<file path="src/hw/rdm_pkg.sv">
// remote dma and shared memory access: constants, types and register map
// assumes a single 20 MHz clock domain and an asynchronous buffer ram
//
// Functional notes
// remote channel has three modes: remote write, remote read, send packet.
// start address and byte count each come from a two-byte register pair.
// remote write stores host port data at rising addresses, counting down.
// remote write or read ends when the remaining count reaches zero.
// remote read fetches rising addresses into the host port, counting down.
// send packet loads address from boundary, count from the frame header.
// after send packet the boundary moves on to free the consumed pages.
// in remote read and send packet, address reaching page stop reloads with page start; remote write does not wrap.
// host writes 0x0F to the upper count byte before send packet.
// a host read before the latch fills is stalled until data is present.
// the host read strobe acknowledges the word and lets the next fetch start.
// remote dma arbitrates per word and releases ram after each word.
// remote ram access waits while a local transfer is under way.
// remote write refuses more host data until the latch is moved.
// in shared memory mode software keeps the remote dma idle.
// shared access during a local transfer is held with wait states.
// shared access started first finishes before a local transfer begins.
// shared accesses are answered only while enable bit 6 is set.
// narrow host: base from control one only, address bit 19 must be one.
// base compares bits 13..18, skipping 0, 1, 2 or 3 low bits by window size.
// wide host: base from both control registers, bit 19 from the base.
// shared cycle completes at once when idle, data over the memory bus.
// port transfers are bytes, or words when word select and wide pin agree.
// in word mode each port access lowers the count by two.
package rdm_pkg;
  // ==========================================================
  // register byte offsets
  localparam logic [7:0] OFS_CMD      = 8'h00;
  localparam logic [7:0] OFS_SADDR_LO = 8'h08;
  localparam logic [7:0] OFS_SADDR_HI = 8'h0C;
  localparam logic [7:0] OFS_CNT_LO   = 8'h10;
  localparam logic [7:0] OFS_CNT_HI   = 8'h14;
  localparam logic [7:0] OFS_BOUND    = 8'h18;
  localparam logic [7:0] OFS_PSTART   = 8'h1C;
  localparam logic [7:0] OFS_PSTOP    = 8'h20;
  localparam logic [7:0] OFS_CFG      = 8'h24;
  localparam logic [7:0] OFS_SMCTL1   = 8'h28;
  localparam logic [7:0] OFS_SMCTL2   = 8'h2C;
  localparam logic [7:0] OFS_STATUS   = 8'h30;
  localparam logic [7:0] OFS_CUR_ADDR = 8'h34;
  localparam logic [7:0] OFS_CUR_CNT  = 8'h38;
  // ==========================================================
  // field positions and values
  localparam int         CMD_ABORT_BIT = 7;
  localparam int         CFG_WTS_BIT   = 0;
  localparam int         SM_EN_BIT     = 6;
  localparam int         SM_B19_BIT    = 3;
  localparam logic [7:0] RST_BYTE      = 8'h00;
  localparam logic [1:0] RESP_OK       = 2'b00;
  localparam logic [1:0] RESP_SLVERR   = 2'b10;
  localparam logic [15:0] STEP_BYTE    = 16'h0001;
  localparam logic [15:0] STEP_WORD    = 16'h0002;
  localparam logic [15:0] HDR_CNT_OFS  = 16'h0002;
  // ==========================================================
  // types
  typedef enum logic [1:0] {
    MODE_NONE = 2'b00,
    MODE_RD   = 2'b01,
    MODE_WR   = 2'b10,
    MODE_SEND = 2'b11
  } rdm_mode_e;
  typedef enum logic [2:0] {
    ST_IDLE = 3'b000,
    ST_HDR0 = 3'b001,
    ST_HDR1 = 3'b011,
    ST_HDR2 = 3'b010,
    ST_HDR3 = 3'b110,
    ST_WAIT = 3'b111,
    ST_ACC  = 3'b101
  } rdm_state_e;
endpackage

</file>
<file path="src/hw/rdm_core.sv">
// remote dma channel, host data port and shared memory window for the buffer ram
// assumes an asynchronous buffer ram (read data valid while ram_en is high)
// and an external local dma that drives the ram only while ldma_gnt is high
`timescale 1ns/1ps
module rdm_core (
  input  wire logic        mclk,            // 20 MHz clock
  input  wire logic        rst_b,           // sync reset, active low
  input  wire logic [7:0]  awaddr,          // axi write address
  input  wire logic        awvalid,         // axi
  output logic             awready,         // axi
  input  wire logic [31:0] wdata,           // axi write data
  input  wire logic [3:0]  wstrb,           // axi byte enables
  input  wire logic        wvalid,          // axi
  output logic             wready,          // axi
  output logic [1:0]       bresp,           // axi
  output logic             bvalid,          // axi
  input  wire logic        bready,          // axi
  input  wire logic [7:0]  araddr,          // axi read address
  input  wire logic        arvalid,         // axi
  output logic             arready,         // axi
  output logic [31:0]      rdata,           // axi read data
  output logic [1:0]       rresp,           // axi
  output logic             rvalid,          // axi
  input  wire logic        rready,          // axi
  input  wire logic        host_width_select_pin, // wide host bus
  input  wire logic        port_rd,         // host port read, held until ack
  input  wire logic        port_wr,         // host port write, held until ack
  input  wire logic [15:0] port_wdata,      // host port write data
  output logic [15:0]      port_rdata,      // host port read data
  output logic             port_ack,        // port access done, pulse
  output logic             port_wait,       // port access stalled
  input  wire logic        smem_req,        // host memory access, held until ack
  input  wire logic        smem_we,         // host memory write
  input  wire logic [23:0] smem_addr,       // host memory byte address
  input  wire logic [1:0]  smem_be,         // host byte lanes
  input  wire logic [15:0] smem_wdata,      // host memory write data
  output logic [15:0]      smem_rdata,      // host memory read data
  output logic             smem_ack,        // memory access done, pulse
  output logic             smem_wait,       // memory access held off
  input  wire logic        ldma_req,        // local dma wants the ram
  output logic             ldma_gnt,        // local dma owns the ram
  output logic             ram_en,          // ram access strobe
  output logic             ram_we,          // ram write
  output logic [15:0]      ram_addr,        // ram byte address
  output logic [1:0]       ram_be,          // ram byte lanes
  output logic [15:0]      ram_wdata,       // ram write data
  input  wire logic [15:0] ram_rdata        // ram read data
);
  // ==========================================================
  // declarations
  logic [7:0]  saddr_lo_reg, saddr_hi_reg, cnt_lo_reg, cnt_hi_reg;
  logic [7:0]  bound_reg, pstart_reg, pstop_reg, cfg_reg, smctl1_reg, smctl2_reg;
  logic [15:0] cur_addr_reg, cur_cnt_reg, latch_reg;
  logic        latch_full_reg, sm_acc_reg, rem_acc_reg;
  logic [7:0]  next_page_reg;
  rdm_pkg::rdm_mode_e  mode_reg;
  rdm_pkg::rdm_state_e state_reg, state_next;
  logic        wr_fire, rd_fire, cmd_go, cmd_abort, word_mode, ram_free;
  logic        sm_hit, sm_start, rem_issue, wr_ok, rd_ok;
  logic [15:0] step, cnt_dec, addr_inc, win_mask;
  logic [7:0]  rsel_byte;

  // ==========================================================
  // axi4-lite slave: both write channels are taken together
  assign wr_fire   = awready && awvalid && wvalid;
  assign rd_fire   = arready && arvalid;
  assign cmd_go    = wr_fire && awaddr == rdm_pkg::OFS_CMD && wstrb[0] && mode_reg == rdm_pkg::MODE_NONE;
  assign cmd_abort = wr_fire && awaddr == rdm_pkg::OFS_CMD && wstrb[0] && wdata[rdm_pkg::CMD_ABORT_BIT];

  // write handshake: ready for one cycle, response after
  always_ff @(posedge mclk) begin
    if (!rst_b) begin
      awready <= 1'b0;
      wready  <= 1'b0;
      bvalid  <= 1'b0;
      bresp   <= rdm_pkg::RESP_OK;
    end else begin
      awready <= !awready && !bvalid && awvalid && wvalid;
      wready  <= !awready && !bvalid && awvalid && wvalid;
      if (wr_fire) begin
        bvalid <= 1'b1;
        bresp  <= (awaddr > rdm_pkg::OFS_CUR_CNT || awaddr[1:0] != 2'b00) ? rdm_pkg::RESP_SLVERR
                                                                         : rdm_pkg::RESP_OK;
      end else if (bready) begin
        bvalid <= 1'b0;
      end
    end
  end

  // software registers, low byte lane only; upper bits read as zero
  always_ff @(posedge mclk) begin
    if (!rst_b) begin
      saddr_lo_reg <= rdm_pkg::RST_BYTE;
      saddr_hi_reg <= rdm_pkg::RST_BYTE;
      cnt_lo_reg   <= rdm_pkg::RST_BYTE;
      cnt_hi_reg   <= rdm_pkg::RST_BYTE;
      pstart_reg   <= rdm_pkg::RST_BYTE;
      pstop_reg    <= rdm_pkg::RST_BYTE;
      cfg_reg      <= rdm_pkg::RST_BYTE;
      smctl1_reg   <= rdm_pkg::RST_BYTE;
      smctl2_reg   <= rdm_pkg::RST_BYTE;
    end else if (wr_fire && wstrb[0]) begin
      case (awaddr)
        rdm_pkg::OFS_SADDR_LO: saddr_lo_reg <= wdata[7:0];
        rdm_pkg::OFS_SADDR_HI: saddr_hi_reg <= wdata[7:0];
        rdm_pkg::OFS_CNT_LO:   cnt_lo_reg   <= wdata[7:0];
        rdm_pkg::OFS_CNT_HI:   cnt_hi_reg   <= wdata[7:0];
        rdm_pkg::OFS_PSTART:   pstart_reg   <= wdata[7:0];
        rdm_pkg::OFS_PSTOP:    pstop_reg    <= wdata[7:0];
        rdm_pkg::OFS_CFG:      cfg_reg      <= wdata[7:0];
        rdm_pkg::OFS_SMCTL1:   smctl1_reg   <= wdata[7:0];
        rdm_pkg::OFS_SMCTL2:   smctl2_reg   <= wdata[7:0];
        default: ;
      endcase
    end
  end

  // read mux; status shows the channel's live state
  always_ff @(posedge mclk) begin
    if (!rst_b) begin
      arready <= 1'b0;
      rvalid  <= 1'b0;
      rdata   <= 32'h0000_0000;
      rresp   <= rdm_pkg::RESP_OK;
    end else begin
      arready <= !arready && !rvalid && arvalid;
      if (rd_fire) begin
        rvalid <= 1'b1;
        rresp  <= rdm_pkg::RESP_OK;
        case (araddr)
          rdm_pkg::OFS_CMD:      rdata <= {30'h0000_0000, mode_reg};
          rdm_pkg::OFS_SADDR_LO: rdata <= {24'h00_0000, saddr_lo_reg};
          rdm_pkg::OFS_SADDR_HI: rdata <= {24'h00_0000, saddr_hi_reg};
          rdm_pkg::OFS_CNT_LO:   rdata <= {24'h00_0000, cnt_lo_reg};
          rdm_pkg::OFS_CNT_HI:   rdata <= {24'h00_0000, cnt_hi_reg};
          rdm_pkg::OFS_BOUND:    rdata <= {24'h00_0000, bound_reg};
          rdm_pkg::OFS_PSTART:   rdata <= {24'h00_0000, pstart_reg};
          rdm_pkg::OFS_PSTOP:    rdata <= {24'h00_0000, pstop_reg};
          rdm_pkg::OFS_CFG:      rdata <= {24'h00_0000, cfg_reg};
          rdm_pkg::OFS_SMCTL1:   rdata <= {24'h00_0000, smctl1_reg};
          rdm_pkg::OFS_SMCTL2:   rdata <= {24'h00_0000, smctl2_reg};
          rdm_pkg::OFS_STATUS:   rdata <= {26'h000_0000, state_reg, latch_full_reg, ldma_gnt, word_mode};
          rdm_pkg::OFS_CUR_ADDR: rdata <= {16'h0000, cur_addr_reg};
          rdm_pkg::OFS_CUR_CNT:  rdata <= {16'h0000, cur_cnt_reg};
          default: begin
            rdata <= 32'h0000_0000;
            rresp <= rdm_pkg::RESP_SLVERR;
          end
        endcase
      end else if (rready) begin
        rvalid <= 1'b0;
      end
    end
  end

  // ==========================================================
  // remote dma channel
  assign word_mode = cfg_reg[rdm_pkg::CFG_WTS_BIT] && host_width_select_pin;
  assign step      = word_mode ? rdm_pkg::STEP_WORD : rdm_pkg::STEP_BYTE;
  assign cnt_dec   = (cur_cnt_reg <= step) ? 16'h0000 : cur_cnt_reg - step;
  assign addr_inc  = cur_addr_reg + step;
  // remote may use the ram only when no local or shared cycle owns it
  assign ram_free  = !ldma_req && !ldma_gnt && !sm_hit && !sm_acc_reg;
  assign rd_ok     = mode_reg != rdm_pkg::MODE_WR && !latch_full_reg;
  assign wr_ok     = mode_reg == rdm_pkg::MODE_WR && latch_full_reg;

  // next state; every word is a fresh request, so the ram is let go in between
  always_comb begin
    state_next = state_reg;
    rem_issue  = 1'b0;
    case (state_reg)
      rdm_pkg::ST_IDLE: begin
        if (cmd_go && wdata[1:0] == rdm_pkg::MODE_SEND) begin
          state_next = rdm_pkg::ST_HDR0;
        end else if (cmd_go && wdata[1:0] != rdm_pkg::MODE_NONE) begin
          state_next = rdm_pkg::ST_WAIT;
        end
      end
      rdm_pkg::ST_HDR0: begin
        if (ram_free) begin
          state_next = rdm_pkg::ST_HDR1;
          rem_issue  = 1'b1;
        end
      end
      rdm_pkg::ST_HDR1: state_next = rdm_pkg::ST_HDR2;
      rdm_pkg::ST_HDR2: begin
        if (ram_free) begin
          state_next = rdm_pkg::ST_HDR3;
          rem_issue  = 1'b1;
        end
      end
      rdm_pkg::ST_HDR3: state_next = rdm_pkg::ST_WAIT;
      rdm_pkg::ST_WAIT: begin
        if (cur_cnt_reg == 16'h0000) begin
          state_next = rdm_pkg::ST_IDLE;
        end else if (ram_free && (rd_ok || wr_ok)) begin
          state_next = rdm_pkg::ST_ACC;
          rem_issue  = 1'b1;
        end
      end
      rdm_pkg::ST_ACC: state_next = (cnt_dec == 16'h0000) ? rdm_pkg::ST_IDLE : rdm_pkg::ST_WAIT;
      default: state_next = rdm_pkg::ST_IDLE;
    endcase
    if (cmd_abort) begin
      state_next = rdm_pkg::ST_IDLE;
    end
  end

  // state, mode and boundary; send packet frees pages when it finishes
  always_ff @(posedge mclk) begin
    if (!rst_b) begin
      state_reg <= rdm_pkg::ST_IDLE;
      mode_reg  <= rdm_pkg::MODE_NONE;
      bound_reg <= rdm_pkg::RST_BYTE;
    end else begin
      state_reg <= state_next;
      // an abort written while idle must not leave a mode behind with the channel stopped
      if (state_reg == rdm_pkg::ST_IDLE && cmd_go && !cmd_abort) begin
        mode_reg <= rdm_pkg::rdm_mode_e'(wdata[1:0]);
      end else if (state_next == rdm_pkg::ST_IDLE) begin
        mode_reg <= rdm_pkg::MODE_NONE;
      end
      if (wr_fire && wstrb[0] && awaddr == rdm_pkg::OFS_BOUND) begin
        bound_reg <= wdata[7:0];
      end else if (mode_reg == rdm_pkg::MODE_SEND && state_reg == rdm_pkg::ST_WAIT
                   && state_next == rdm_pkg::ST_IDLE) begin
        bound_reg <= next_page_reg;
      end else if (mode_reg == rdm_pkg::MODE_SEND && state_reg == rdm_pkg::ST_ACC
                   && state_next == rdm_pkg::ST_IDLE) begin
        bound_reg <= next_page_reg;
      end
    end
  end

  // dma address and remaining count
  always_ff @(posedge mclk) begin
    if (!rst_b) begin
      cur_addr_reg  <= 16'h0000;
      cur_cnt_reg   <= 16'h0000;
      next_page_reg <= rdm_pkg::RST_BYTE;
    end else if (state_reg == rdm_pkg::ST_IDLE && cmd_go) begin
      cur_addr_reg <= {saddr_hi_reg, saddr_lo_reg};
      cur_cnt_reg  <= {cnt_hi_reg, cnt_lo_reg};
      if (wdata[1:0] == rdm_pkg::MODE_SEND) begin
        cur_addr_reg <= {bound_reg, 8'h00};
      end
    end else if (state_reg == rdm_pkg::ST_HDR1) begin
      next_page_reg <= ram_rdata[15:8];
    end else if (state_reg == rdm_pkg::ST_HDR3) begin
      cur_cnt_reg <= ram_rdata;
    end else if (state_reg == rdm_pkg::ST_ACC) begin
      cur_cnt_reg <= cnt_dec;
      if (mode_reg != rdm_pkg::MODE_WR && addr_inc[15:8] == pstop_reg) begin
        cur_addr_reg <= {pstart_reg, 8'h00};
      end else begin
        cur_addr_reg <= addr_inc;
      end
    end
  end

  // data latch between host port and ram; the host strobe is the fetch acknowledge
  always_ff @(posedge mclk) begin
    if (!rst_b) begin
      latch_reg      <= 16'h0000;
      latch_full_reg <= 1'b0;
      port_rdata     <= 16'h0000;
      port_ack       <= 1'b0;
      port_wait      <= 1'b0;
    end else begin
      port_ack  <= 1'b0;
      port_wait <= (port_rd || port_wr) && !port_ack;
      if (cmd_abort || (state_reg == rdm_pkg::ST_IDLE && cmd_go)) begin
        latch_full_reg <= 1'b0;
      end else if (state_reg == rdm_pkg::ST_ACC && mode_reg != rdm_pkg::MODE_WR) begin
        latch_reg      <= cur_addr_reg[0] && !word_mode ? {8'h00, ram_rdata[15:8]} : ram_rdata;
        latch_full_reg <= 1'b1;
      end else if (state_reg == rdm_pkg::ST_ACC) begin
        latch_full_reg <= 1'b0;
      end else if (port_rd && !port_ack && latch_full_reg && mode_reg != rdm_pkg::MODE_WR) begin
        port_rdata     <= latch_reg;
        port_ack       <= 1'b1;
        port_wait      <= 1'b0;
        latch_full_reg <= 1'b0;
      end else if (port_wr && !port_ack && !latch_full_reg && mode_reg == rdm_pkg::MODE_WR) begin
        latch_reg      <= port_wdata;
        port_ack       <= 1'b1;
        port_wait      <= 1'b0;
        latch_full_reg <= 1'b1;
      end
    end
  end

  // ==========================================================
  // shared memory window decode
  assign rsel_byte = host_width_select_pin ? smctl2_reg : 8'h00;
  always_comb begin
    sm_hit = smem_req && !smem_ack && smctl1_reg[rdm_pkg::SM_EN_BIT];
    if (host_width_select_pin) begin
      sm_hit = sm_hit && smem_addr[23:20] == rsel_byte[7:4]
               && smem_addr[19] == rsel_byte[rdm_pkg::SM_B19_BIT];
    end else begin
      sm_hit = sm_hit && smem_addr[23:20] == 4'h0 && smem_addr[19];
    end
    for (int i = 0; i < 6; i++) begin
      if (i >= int'(smctl2_reg[1:0]) || i > 2) begin
        sm_hit = sm_hit && smem_addr[13 + i] == smctl1_reg[i];
      end
    end
  end
  assign win_mask = 16'hFFFF >> (2'd3 - smctl2_reg[1:0]);
  // local wins a tie; a shared cycle already started keeps the ram
  assign sm_start = sm_hit && !sm_acc_reg && !ldma_req && !ldma_gnt && !rem_acc_reg;

  // shared memory cycle and local dma grant
  always_ff @(posedge mclk) begin
    if (!rst_b) begin
      sm_acc_reg  <= 1'b0;
      rem_acc_reg <= 1'b0;
      smem_ack    <= 1'b0;
      smem_wait   <= 1'b0;
      smem_rdata  <= 16'h0000;
      ldma_gnt    <= 1'b0;
    end else begin
      sm_acc_reg  <= sm_start;
      rem_acc_reg <= rem_issue;
      smem_ack    <= sm_acc_reg;
      smem_wait   <= sm_hit && !sm_start && !sm_acc_reg;
      if (sm_acc_reg) begin
        smem_rdata <= ram_rdata;
      end
      ldma_gnt <= ldma_req && (ldma_gnt || (!sm_acc_reg && !sm_start && !rem_acc_reg));
    end
  end

  // ram port: one word per request, released the cycle after
  always_ff @(posedge mclk) begin
    if (!rst_b) begin
      ram_en    <= 1'b0;
      ram_we    <= 1'b0;
      ram_addr  <= 16'h0000;
      ram_be    <= 2'b00;
      ram_wdata <= 16'h0000;
    end else begin
      ram_en <= sm_start || rem_issue;
      ram_we <= 1'b0;
      if (sm_start) begin
        ram_we    <= smem_we;
        ram_addr  <= smem_addr[15:0] & win_mask;
        ram_be    <= smem_be;
        ram_wdata <= smem_wdata;
      end else if (state_reg == rdm_pkg::ST_HDR0) begin
        ram_addr <= {bound_reg, 8'h00};
        ram_be   <= 2'b11;
      end else if (state_reg == rdm_pkg::ST_HDR2) begin
        ram_addr <= {bound_reg, 8'h00} + rdm_pkg::HDR_CNT_OFS;
        ram_be   <= 2'b11;
      end else if (rem_issue) begin
        ram_we    <= mode_reg == rdm_pkg::MODE_WR;
        ram_addr  <= cur_addr_reg;
        ram_be    <= word_mode ? 2'b11 : (cur_addr_reg[0] ? 2'b10 : 2'b01);
        ram_wdata <= word_mode ? latch_reg : {latch_reg[7:0], latch_reg[7:0]};
      end
    end
  end
endmodule

</file>
<file path="config.mk">
export PLATFORM = sky130hd
export DESIGN_NAME = rdm_core
export DESIGN_NICKNAME = d
export VERILOG_FILES = /design/src/hw/rdm_pkg.sv /design/src/hw/rdm_core.sv
export SDC_FILE = /design/constraint.sdc
export NUM_CORES = 1
export LEC_CHECK = 0
export BUFFER_PORTS_ARGS = -buffer_cell sky130_fd_sc_hd__buf_2
export CAP_MARGIN = 20
export CORE_MARGIN = 4
export CORE_UTILIZATION = 40
export CTS_CLUSTER_DIAMETER = 30
export DETAILED_ROUTE_END_ITERATION = 10
export HOLD_SLACK_MARGIN = 0.08
export PLACE_DENSITY_LB_ADDON = 0.05
export SLEW_MARGIN = 20
export SYNTH_ARGS = -nofsm -noshare
export SYNTH_HDL_FRONTEND = slang
export SYNTH_SLANG_ARGS = --single-unit
export TNS_END_PERCENT = 20
</file>
<file path="constraint.sdc">
create_clock -name mclk -period 12.7 [get_ports mclk]
set_input_delay 3.81 -clock mclk [delete_from_list [all_inputs] [get_ports mclk]]
set_output_delay 3.81 -clock mclk [all_outputs]
set_load 0.1 [all_outputs]
</file>
Word level (Yosys, flattened, before mapping):

Cells that the tools add are included.

* input port bits: 139
* bits in registers: 257

* muxes and demuxes: 77
* $lt $le $gt $ge: 5
* $add $sub $neg: 4
* reductions and logical operators: 120
* shifts and indexed selects: 1
* bitwise gates (word level): 6
* eq/ne operators: 48

Operator list (count)
* $mux 16: 25
* $pmux 16 s14: 1
* $eq 8x6->1 const B: 11
* $eq 8x5->1 const B: 8
* $logic_and 1x1->1: 60
* $eq 8x4->1 const B: 4
* $logic_not 16->1: 2
* $mux 8: 4
* $mux 1: 26
* $mux 3: 8
* $mux 2: 11
* $reduce_and 2->1: 11
* $pmux 3 s7: 1
* $add 16x2->16: 1
* $add 16x2->16 const B: 1
* $and 16x16->16: 1
* $le 16x2->1: 1
* $logic_not 8->1: 2
* $reduce_bool 2->1: 8
* $shr 16x2->16 const A: 1
* $sub 16x2->16: 1
* $logic_not 1->1: 15
* $reduce_or 14->1: 1
* $ne 2x2->1 const B: 6
* other kinds (24): 51

Logic depth before layout (Yosys ltp):

Gate-level depths: netlist (run 1).

* depth after elaboration: 28
* depth in mapped cells: 14
* mapped depth without buffers: 12

Worst setup path after synthesis (run 1):

No wires, ideal clock.

* path kind: input-to-reg
* from: in host_width_select_pin
* to: reg cur_addr_reg[15]
* data arrival time: 7.132 ns
* cell stages on the path: 14
* setup slack: 5.437 ns
* data required time: 12.568 ns
* cell sequence: nand2_1 ha_1 buf_2 inv_1 fa_1 nand3b_1 nor4_4 xor2_1 a221o_1 nor4b_4 nand3_2 buf_6 mux2i_1 a21oi_1

* longest elaborated chain between the ends: 10

RTL lines
* start: declaration: line rdm_core.sv:25 `input wire logic host_width_select_pin,`
* $logic_and 1x1->1 (*): line rdm_core.sv:158 `assign word_mode = cfg_reg[rdm_pkg::CFG_WTS_BIT] && host_width_select_pin;`
* $mux 2 (*): line rdm_core.sv:159 `assign step = word_mode ? rdm_pkg::STEP_WORD : rdm_pkg::STEP_BYTE;`
* $add 16x2->16 (*): line rdm_core.sv:161 `assign addr_inc = cur_addr_reg + step;`
* $eq 8x8->1: line rdm_core.sv:253 `if (mode_reg != rdm_pkg::MODE_WR && addr_inc[15:8] == pstop_reg) begin`
* $logic_and 1x1->1: line rdm_core.sv:253
* $mux 16 (*): line rdm_core.sv:253
* $mux 16 (*): line rdm_core.sv:251 `end else if (state_reg == rdm_pkg::ST_ACC) begin`
* $mux 16 (*): line rdm_core.sv:249 `end else if (state_reg == rdm_pkg::ST_HDR3) begin`
* $mux 16 (*): line rdm_core.sv:247 `end else if (state_reg == rdm_pkg::ST_HDR1) begin`
* $mux 16 (*): line rdm_core.sv:241 `end else if (state_reg == rdm_pkg::ST_IDLE && cmd_go) begin`
* end signal: assignment: line rdm_core.sv:242 `cur_addr_reg <= {saddr_hi_reg, saddr_lo_reg};`
* end signal: assignment: line rdm_core.sv:245 `cur_addr_reg <= {bound_reg, 8'h00};`
* end signal: assignment: line rdm_core.sv:254 `cur_addr_reg <= {pstart_reg, 8'h00};`
* end: declaration: line rdm_core.sv:53 `logic [15:0] cur_addr_reg, cur_cnt_reg, latch_reg;`

Mark *: on every way between the ends. The rest lies on a longest branch, timed or not. The select of a mux whose other input is x is not followed.
A chain may end at the register's enable or synchronous reset.

Final worst setup path (run 1):

* from: in host_width_select_pin
* to: reg cur_addr_reg[9]

Same word-level chain as after synthesis.

==> results.json, run 1 <==
{
  "ir_worst_vdd_mv": 0.104,
  "io_buffers": 207,
  "hp-class": "reg2reg",
  "antenna_found_initial": 4,
  "status": "finished clean",
  "synth-xor-area-share_pct": 2.97,
  "crit_type": "in2reg",
  "worstPathRequired_ns": 13.15,
  "min_to": "arready",
  "cts_resized": 0,
  "setup_viol_count_final": 0,
  "holdPathStages": 1,
  "viasPerCell": 5.82,
  "tightest_slew_ns": 1.13,
  "synthAdderAreaFrac_pct": 0.930,
  "ant_nets": 0,
  "async_reset_ff_share_pct": 0,
  "grt_pass1_vias": 11700,
  "place_congestion": 0.925,
  "setup_tns_ns": 0,
  "rows": 64,
  "ys_seq_elements": 239,
  "die_h_um": 184,
  "grt_pass1_wl_um": 73500,
  "synth_top_family_by_area": "simple AND/OR/NAND/NOR gates",
  "postLayoutCellArea_mm2": 0.0158,
  "first_pass_iters": 7,
  "p_clk_share_pct": 64.9,
  "netSwitchingFraction_pct": 23.9,
  "r2r_start": "cfg_reg[0]",
  "ys_warn_count": 0,
  "leakagePower_nw": 6.77,
  "path_clk_slew_ns": 0.04,
  "slowest_stage": "ha_1",
  "insertion_delay_ns": 0.59,
  "timing.fmax_mhz": 122,
  "yosysMostFrequentCell": "dfxtp_1",
  "synth_top_area_share_pct": 38.6,
  "min_period_over_period_pct": 64.8,
  "track_usage_pct": 27.9,
  "numCtsBuffers": 61,
  "cts.sink_count": 239,
  "synth-simple-area-share_pct": 24.0,
  "hpwl_um": 34800,
  "drive_gt1_share_pct": 21.4,
  "cts_tree": "done",
  "post_cts_buffers": 0,
  "yosys-top-cells-count": "239 x dfxtp_1, 167 x nor2_1, 157 x nand2_1",
  "grt_overflow": 0,
  "ys.flop_type": "dfxtp_1",
  "synth_compound_area_share_pct": 18.8,
  "top_level_ports": 253,
  "cp_max_fo": 16,
  "p_comb_share_pct": 5.0,
  "min-delay-start": "rvalid",
  "cts_root_buf": "clkbuf_16",
  "avgSynthCellArea_um2": 8.23,
  "netlist_area_mm2": 0.0124,
  "dpl_cell_area_mm2": 0.0136,
  "area_growth_pct": 27.6,
  "netlist_instances": 1505,
  "powerDensity_mw_per_mm2": 159,
  "seq_area_frac_synth_pct": 38.6,
  "power_frac_seq_pct": 30.1,
  "cts.htree.levels": 2,
  "relSlewSlack_pct": 23.8,
  "start_util_pct": 40.5,
  "reg2reg_to": "cur_addr_reg[9]",
  "rsz0062_at_grt": "false",
  "postRouteWirelength_um": 49100,
  "fin_worst_skew_ns": 0.0324,
  "drv_cap": 0,
  "hold_violations": 0,
  "yosysTopAreaCell": "dfxtp_1",
  "end_kind": "register",
  "synth.mux.area_fraction_pct": 9.30,
  "synth.area.top_cells": "dfxtp_1 39%, mux2i_1 9.3%, nor2_1 5.1%",
  "crit_chain": "buf_2 > nand2_1 > ha_1 > inv_1 > fa_1 > nand3b_1 > nor4_4 > xor2_1 > a221o_1 > nor4b_4 > nand3_2 > mux2i_1 > o211a_1",
  "synthDistinctLibCells": 75,
  "cts.path.max_buffers": 3,
  "core-area_mm2": 0.0306,
  "fin_nets": 1834,
  "period_needed_ns": 8.23,
  "route.detailed.wl_per_inst_um": 23.0,
  "rrSetupSlack_ns": 7.51,
  "maxSlewViolCount": 0,
  "cpPeakStageDelay_ns": 0.71,
  "synth-edff-count": 0,
  "crit_arrival_ns": 8.68,
  "p_switching_mw": 0.602,
  "worst_setup_path_start_kind": "primary input",
  "reg2regPathDepth": 12,
  "die-area_mm2": 0.0338,
  "p_int_mw": 1.92,
  "dr_total_vias": 12400,
  "cts_hold_buf": 0,
  "dieWidth_um": 184,
  "drt-initial-drc-count": 1259,
  "grt_max_degree": 112,
  "post-route-drc-count": 0
}
-- final cells by class --
class	count	area, µm²
clock buffers	69	1620
repair buffers	227	1190
clock inverters	46	588
diodes	2	5.00
well taps	396	495
flip-flops and latches	239	4780
inverters	20	80.1
fillers	2987	14800
multi-input cells	1138	7040
-- layout by cell type (no fill, tap or decap), types with 11 or more instances in the layout --
master and count:
nand2b_1 12, buf_2 207, a211oi_1 30, o21ai_0 41, conb_1 18, inv_1 17, nor4_1 13, a21oi_1 123
a22oi_1 47, a31oi_1 12, a221oi_1 11, xnor2_1 30, nor3_1 50, and3_1 20, xor2_1 12, dfxtp_1 239
bufinv_16 11, buf_4 19, clkinv_2 14, and2_1 17, clkbuf_16 61, mux2i_1 115, nand3_1 91, nor2_1 167
nand2_1 157, o211ai_1 28
-- routing by layer --
metal	routed length (µm)	global-route usage, %	vias up	share of wire (%)
met3	5030	7.10	107	10
met5	61	0	-	0.12
met1	21500	39.8	5862	44
met2	20900	41.5	641	43
li1	-	-	5826	-
met4	1630	8.96	8	3.3
-- critical path: cells and delay by family --
kind	cells	cell delay (ns)
buf+inv	2	0.46
mux	1	0.23
simple gates	5	2.16
fa+ha+maj	2	1.27
compound gates	2	0.62
xor+xnor	1	0.12
-- logic make-up (layout without fill, tap and decap cells) --
logic type	after synthesis	in the layout
and+or+nand+nor	602	602
buffers and inverters	145	362
muxes	115	115
other	1	20
AOI/OAI and AO/OA	353	353
xor gates and xnor gates	42	42
adders and majority gates	8	8
DFF	239	239
-- worst max-delay path by stage --
stage	from	end	slack [ns]	cells after the start
final	host_width_select_pin	cur_addr_reg[9]	4.47	13
after detailed placement	host_width_select_pin	cur_addr_reg[9]	3.92	13
after floorplan	host_width_select_pin	cur_addr_reg[15]	5.44	14
after global routing	host_width_select_pin	cur_addr_reg[11]	4.22	13
after CTS	host_width_select_pin	cur_addr_reg[9]	4.50	13
after global placement	host_width_select_pin	cur_addr_reg[0]	3.99	13
-- power groups by stage --
stage / clock [mW] / sequential, mW / combinational [mW]
6_report: 1.64 / 0.758 / 0.125
3_5_place_dp: 0 / 0.772 / 0.124
5_1_grt: 1.70 / 0.758 / 0.131
2_1_floorplan: 0 / 0.797 / 0.0588
3_3_place_gp: 0 / 0.772 / 0.124
4_1_cts: 1.65 / 0.758 / 0.124
-- stage by stage --
stage	worst slack, ns	util (%)	hold WS [ns]	total power [mW]	instances
2_1_floorplan	5.44	-	0.436	0.856	1522
3_5_place_dp	3.92	44.4	0.438	0.896	2019
4_1_cts	4.50	51.6	0.446	2.53	2134
6_report	4.47	51.7	0.445	2.52	2137
3_3_place_gp	3.99	44.4	0.433	0.896	2019
5_1_grt	4.22	51.6	0.461	2.59	2135
(Power assumes the default switching activity.)
==> run 2, diff against run 1 <==
- ABC_AREA: not set -> 1
- clock period: 12.7 -> 8.31 ns (I/O delays scaled with it)
==> run 2 against run 1 <==
  * Die area is 0.95% higher
  * Via count is 6.7% higher
  * Worst setup slack worse by 2.0 ns
  * Clock skew is 0.016 ns lower
  * Largest power group unchanged
  * Flip-flop and latch count stayed put
  * Core utilization is 0.76 points lower
  * Synthesized cell count is 22% higher
  * Cell count is 15% higher
  * Sequential power is 56% higher
  * Critical path depth is 5 higher
  * Clock-buffer cell count is 1 lower
  * Synthesized area is 0.99% higher
==> results.json, run 2 <==
{
  "track_usage_pct": 27.7,
  "cp_max_fo": 17,
  "area_growth_pct": 25.2,
  "ys_warn_count": 0,
  "period_needed_ns": 5.83,
  "yosys-top-cells-count": "334 x nand2_1, 258 x o21ai_0, 239 x dfxtp_1",
  "seq_area_frac_synth_pct": 38.3,
  "fin_nets": 2160,
  "end_kind": "register",
  "synth_compound_area_share_pct": 25.1,
  "insertion_delay_ns": 0.55,
  "avgSynthCellArea_um2": 6.82,
  "async_reset_ff_share_pct": 0,
  "grt_pass1_vias": 12300,
  "layout_common_cells": "333 x nand2_1, 258 x o21ai_0, 239 x dfxtp_1",
  "drv_cap": 0,
  "synth-xor-area-share_pct": 1.05,
  "cts_hold_buf": 0,
  "route.met3.wl_um": 3990,
  "min_period_over_period_pct": 70.2,
  "die-area_mm2": 0.0341,
  "synthAdderAreaFrac_pct": 0.921,
  "tightest_slew_ns": 1.09,
  "p_clk_share_pct": 60.1,
  "post-route-drc-count": 0,
  "viasPerCell": 5.41,
  "powerDensity_mw_per_mm2": 245,
  "post_cts_buffers": 0,
  "cts_tree": "done",
  "fin_worst_skew_ns": 0.0167,
  "rows": 64,
  "fin_ws_ns": 2.48,
  "netlist_area_mm2": 0.0125,
  "antenna_found_initial": 0,
  "leakagePower_nw": 6.89,
  "grt_pass1_wl_um": 73400,
  "synth_top_family_by_area": "compound AO/OA/AOI/OAI gates",
  "wirelength_met1_um": 22100,
  "ys_seq_elements": 239,
  "yosysTopAreaCell": "dfxtp_1",
  "p_comb_share_pct": 9.2,
  "hpwl_um": 36600,
  "synth_top_area_share_pct": 38.3,
  "cts.path.max_buffers": 3,
  "start_util_pct": 40.7,
  "grt_overflow": 0,
  "ir_worst_vdd_mv": 0.173,
  "io_buffers": 207,
  "grt_max_degree": 88,
  "top_level_ports": 253,
  "synth.mux.area_fraction_pct": 0,
  "dpl.cell_count": 2350,
  "power_frac_seq_pct": 30.7,
  "path_clk_slew_ns": 0.04,
  "ant_nets": 0,
  "wl_met2_um": 21100,
  "netlist_instances": 1833,
  "worstPathRequired_ns": 8.81,
  "cts.sink_count": 239,
  "worst_setup_path_start_kind": "primary input",
  "die_h_um": 185,
  "route.detailed.wl_per_inst_um": 19.9,
  "maxSlewViolCount": 0,
  "setup_viol_count_final": 0,
  "synth-simple-area-share_pct": 23.5,
  "antennaDiodeCount": 0,
  "core-area_mm2": 0.0307,
  "rsz0062_at_grt": "false",
  "layout_commonest_cell": "nand2_1",
  "numCtsBuffers": 57,
  "netSwitchingFraction_pct": 25.9,
  "synth-edff-count": 0,
  "fin_cells": 2454,
  "timing.fmax_mhz": 171,
  "post-place-ws_ns": 1.99,
  "drt-initial-drc-count": 1171,
  "final_util_pct": 50.9,
  "n_fill_cell": 3201,
  "cts_resized": 0,
  "postRouteWirelength_um": 48700,
  "drive_gt1_share_pct": 18.4,
  "synthDistinctLibCells": 48,
  "p_switching_mw": 0.993,
  "place_congestion": 0.993,
  "cts_root_buf": "clkbuf_16",
  "crit_path_start": "host_width_select_pin",
  "ys.flop_type": "dfxtp_1",
  "setup_tns_ns": 0,
  "hp-class": "reg2reg",
  "status": "finished clean",
  "p_int_mw": 2.84,
  "r2r_start": "cfg_reg[0]",
  "yosysMostFrequentCell": "nand2_1",
  "dr_total_vias": 13300,
  "relSlewSlack_pct": 27.2,
  "crit_arrival_ns": 6.33,
  "synth.area.top_cells": "dfxtp_1 38%, o21ai_0 10%, nand2_1 10%",
  "highest_layer": "met4",
  "cts.htree.levels": 2,
  "crit_type": "in2reg",
  "first_pass_iters": 5,
  "min-delay-start": "arready",
  "hold_violations": 0,
  "dieWidth_um": 185
}
run 2: cell types whose count changed after synthesis, sizes merged, moves of 36 or more:
cell and delta:
o21ai +218, inv +203, nand2 +182, mux2i -115, a22oi -47, a21oi +41
nor3 -36
run 2: critical path, stage by stage:
cell     delay (ns)
buf_2          0.11
nand2_1        0.06
buf_4          0.28
ha_1           0.52
inv_1          0.38
fa_1           0.60
nor2_1         0.34
nand3_1        0.12
nand2_1        0.07
nand2_1        0.10
xor2_1         0.17
a21oi_2        0.35
nand3_4        0.26
nand2_1        0.14
nand3_1        0.07
nand3_1        0.13
nand2_1        0.07
inv_1          0.05
run 2: layout make-up:
| type | instances | area [µm²] | share of cell area [%] |
|---|---|---|---|
| tap | 396 | 495 | 3.17 |
| inverter | 223 | 837 | 5.35 |
| clock inverter | 36 | 484 | 3.09 |
| multi-input combinational | 1274 | 6410 | 41.0 |
| clock buffer | 68 | 1520 | 9.70 |
| timing repair buffer | 218 | 1120 | 7.16 |
| sequential | 239 | 4780 | 30.6 |
run 2: layer usage:
layer	GRT usage, %	vias to the layer above
met3	4.89	76
li1	-	6542
met1	39.6	6102
met4	9.16	0
met2	42.4	552
met5	0	-
run 2: worst paths after layout:
check	to	slack, ns	depth (start not counted)
hold reg to reg	arready	0.43	1
hold / removal	arready	0.43	1
setup reg to reg	cur_addr_reg[8]	4.19	17
setup / recovery	cur_addr_reg[8]	2.48	18
run 2: cell families after synthesis:
| group | Yosys count |
|---|---|
| AOI/OAI and AO/OA | 566 |
| buffers and inverters | 337 |
| DFF | 239 |
| xor gates and xnor gates | 15 |
| other | 1 |
| adders and majority gates | 8 |
| and+or+nand+nor | 667 |
run 2: stage by stage:
step                      instance area [µm²]  power [mW]  hold slack [ns]
after detailed placement                13600        1.55            0.426
after global placement                  13600        1.54            0.427
after floorplan                         12600        1.46            0.430
after global routing                    15600        3.94            0.474
final                                   15600        3.83            0.433
after CTS                               15600        3.85            0.434
run 2: power groups by stage:
stage / registers [mW] / clock network [mW] / logic (mW)
floorplan: 1.31 / 0 / 0.152
global placement: 1.20 / 0 / 0.348
detailed placement: 1.20 / 0 / 0.349
CTS: 1.18 / 2.33 / 0.349
global route: 1.18 / 2.39 / 0.375
finish: 1.18 / 2.30 / 0.351
==> run 3, diff against run 2 <==
- ABC_AREA: 1 -> 0
- clock period: 8.31 -> 5.5 ns (I/O delays scaled with it)
==> run 3 against run 2 <==
  * Clock power up 68%
  * Clock skew increased by 0.015 ns
  * Cell count shrank 12%
  * Sequential share of layout area decreased by 0.52 points
  * Non-clock buffer count rose by 18
  * Largest cell class unchanged
  * Power increased by 54%
  * Die area down 0.94%
==> results.json, run 3 (synthesized netlist as in run 1, its figures left out) <==
{
  "route.detailed.wl_per_inst_um": 23.0,
  "place_congestion": 0.946,
  "drt-initial-drc-count": 1319,
  "dr_total_vias": 12500,
  "maxSlewViolCount": 0,
  "cts.sink_count": 239,
  "timing.fmax_mhz": 208,
  "leakagePower_nw": 6.87,
  "rows": 64,
  "post_cts_buffers": 0,
  "viasPerCell": 5.82,
  "cts_tree": "done",
  "io_buffers": 207,
  "cts_root_buf": "clkbuf_16",
  "insertion_delay_ns": 0.57,
  "cts_hold_buf": 0,
  "regArea_mm2": 0.00478,
  "fin_worst_skew_ns": 0.0321,
  "period_needed_ns": 4.81,
  "hp-class": "reg2reg",
  "ir_worst_vdd_mv": 0.186,
  "grt_pass1_wl_um": 73300,
  "grt_pass1_vias": 11600,
  "grt_overflow": 0,
  "grt_max_degree": 106,
  "hold_violations": 0,
  "track_usage_pct": 28.0,
  "numCtsBuffers": 66,
  "holdWs_ns": 0.447,
  "ant_nets": 0,
  "antenna_found_initial": 2,
  "crit_arrival_ns": 5.25,
  "rsz0062_at_grt": "false",
  "cp_max_fo": 15,
  "postRouteWirelength_um": 49500,
  "end_kind": "register",
  "first_pass_iters": 6,
  "drive_gt1_share_pct": 21.7,
  "drv_cap": 0,
  "worst_setup_path_start_kind": "primary input",
  "die-area_mm2": 0.0338,
  "post-route-drc-count": 0,
  "fin_ws_ns": 0.686,
  "fin_nets": 1848,
  "crit_type": "in2reg",
  "layout_common_cells": "239 x dfxtp_1, 207 x buf_2, 167 x nor2_1",
  "setup_tns_ns": 0,
  "powerDensity_mw_per_mm2": 371,
  "cts.htree.levels": 3,
  "post-place-ws_ns": 0.121,
  "cts.path.max_buffers": 3,
  "status": "finished clean",
  "path_clk_slew_ns": 0.04,
  "multiInputGateArea_mm2": 0.00703,
  "cts_resized": 0,
  "relSlewSlack_pct": 30.7,
  "area_growth_pct": 28.6,
  "top_level_ports": 253,
  "worstPathRequired_ns": 5.93,
  "tightest_slew_ns": 1.04,
  "min_period_over_period_pct": 87.5,
  "setup_viol_count_final": 0,
  "start_util_pct": 40.5,
  "hpwl_um": 35400,
  "dieWidth_um": 184,
  "n_fill_cell": 2966,
  "die_h_um": 184,
  "core-area_mm2": 0.0306,
  "layout_commonest_cell": "dfxtp_1"
}
==> run 3: cell types whose count changed in the layout (fill, tap and decap cells not counted), moves of 31 or more <==
| cell | previous run | this run |
|---|---|---|
| a21oi_1 | 156 | 122 |
| inv_1 | 211 | 17 |
| nand2_1 | 333 | 156 |
| mux2i_1 | 0 | 115 |
| a22oi_1 | 0 | 47 |
| nor3_1 | 16 | 52 |
| o21ai_0 | 258 | 41 |
| o22ai_1 | 33 | 2 |
| a31oi_1 | 46 | 12 |
==> run 3: final cells by class <==
cell class	count	share of cell area (%)
Clock buffer	87	11.9
Inverter	20	0.503
Sequential cell	239	30.1
Tap cell	396	3.11
Timing Repair Buffer	236	7.87
Clock inverter	34	2.41
Multi-Input combinational cell	1138	44.1
Antenna cell	1	0.0157
==> run 3: critical path, stage by stage <==
cell and delay [ns]:
buf_2 0.14, nand2_1 0.12, ha_1 0.18, inv_1 0.17, fa_1 0.52, nand3b_1 0.32, nor4_4 0.44, xor2_1 0.11
a221o_1 0.39, nor4b_4 0.32, nand3_2 0.42, mux2i_1 0.24, o211a_1 0.21
==> run 3: routing by layer <==
metal / wire (µm) / up-vias / global-route usage (%)
li1: - / 5863 / -
met1: 22700 / 5914 / 40.9
met2: 20900 / 623 / 41.0
met3: 4430 / 107 / 5.92
met4: 1450 / 2 / 9.61
met5: 8 / - / 0
==> run 3: worst paths after layout <==
path                    startpoint              end  slack (ns)  cells past startpoint
min                   ram_addr[10]     ram_addr[10]        0.45                      2
max reg2reg        cur_addr_reg[0]  cur_addr_reg[9]        1.55                     11
max          host_width_select_pin  cur_addr_reg[9]        0.69                     13
min reg2reg           ram_addr[10]     ram_addr[10]        0.45                      2
==> run 3: through the flow <==
| stage | instance area [µm²] | total power, mW | util, % | instances |
|---|---|---|---|---|
| after floorplan | 12400 | 1.98 | - | 1522 |
| after global placement | 13600 | 2.07 | 44.6 | 2029 |
| after detailed placement | 13600 | 2.07 | 44.6 | 2029 |
| after CTS | 15900 | 5.93 | 52.0 | 2150 |
| after global routing | 15900 | 6.06 | 52.0 | 2150 |
| final | 15900 | 5.90 | 52.0 | 2151 |
==> run 3: power by group <==
group | switching (mW) | internal, mW
Sequential | 0.00571 | 1.75
Clock | 1.17 | 2.69
Combinational | 0.231 | 0.0588
Total | 1.40 | 4.50
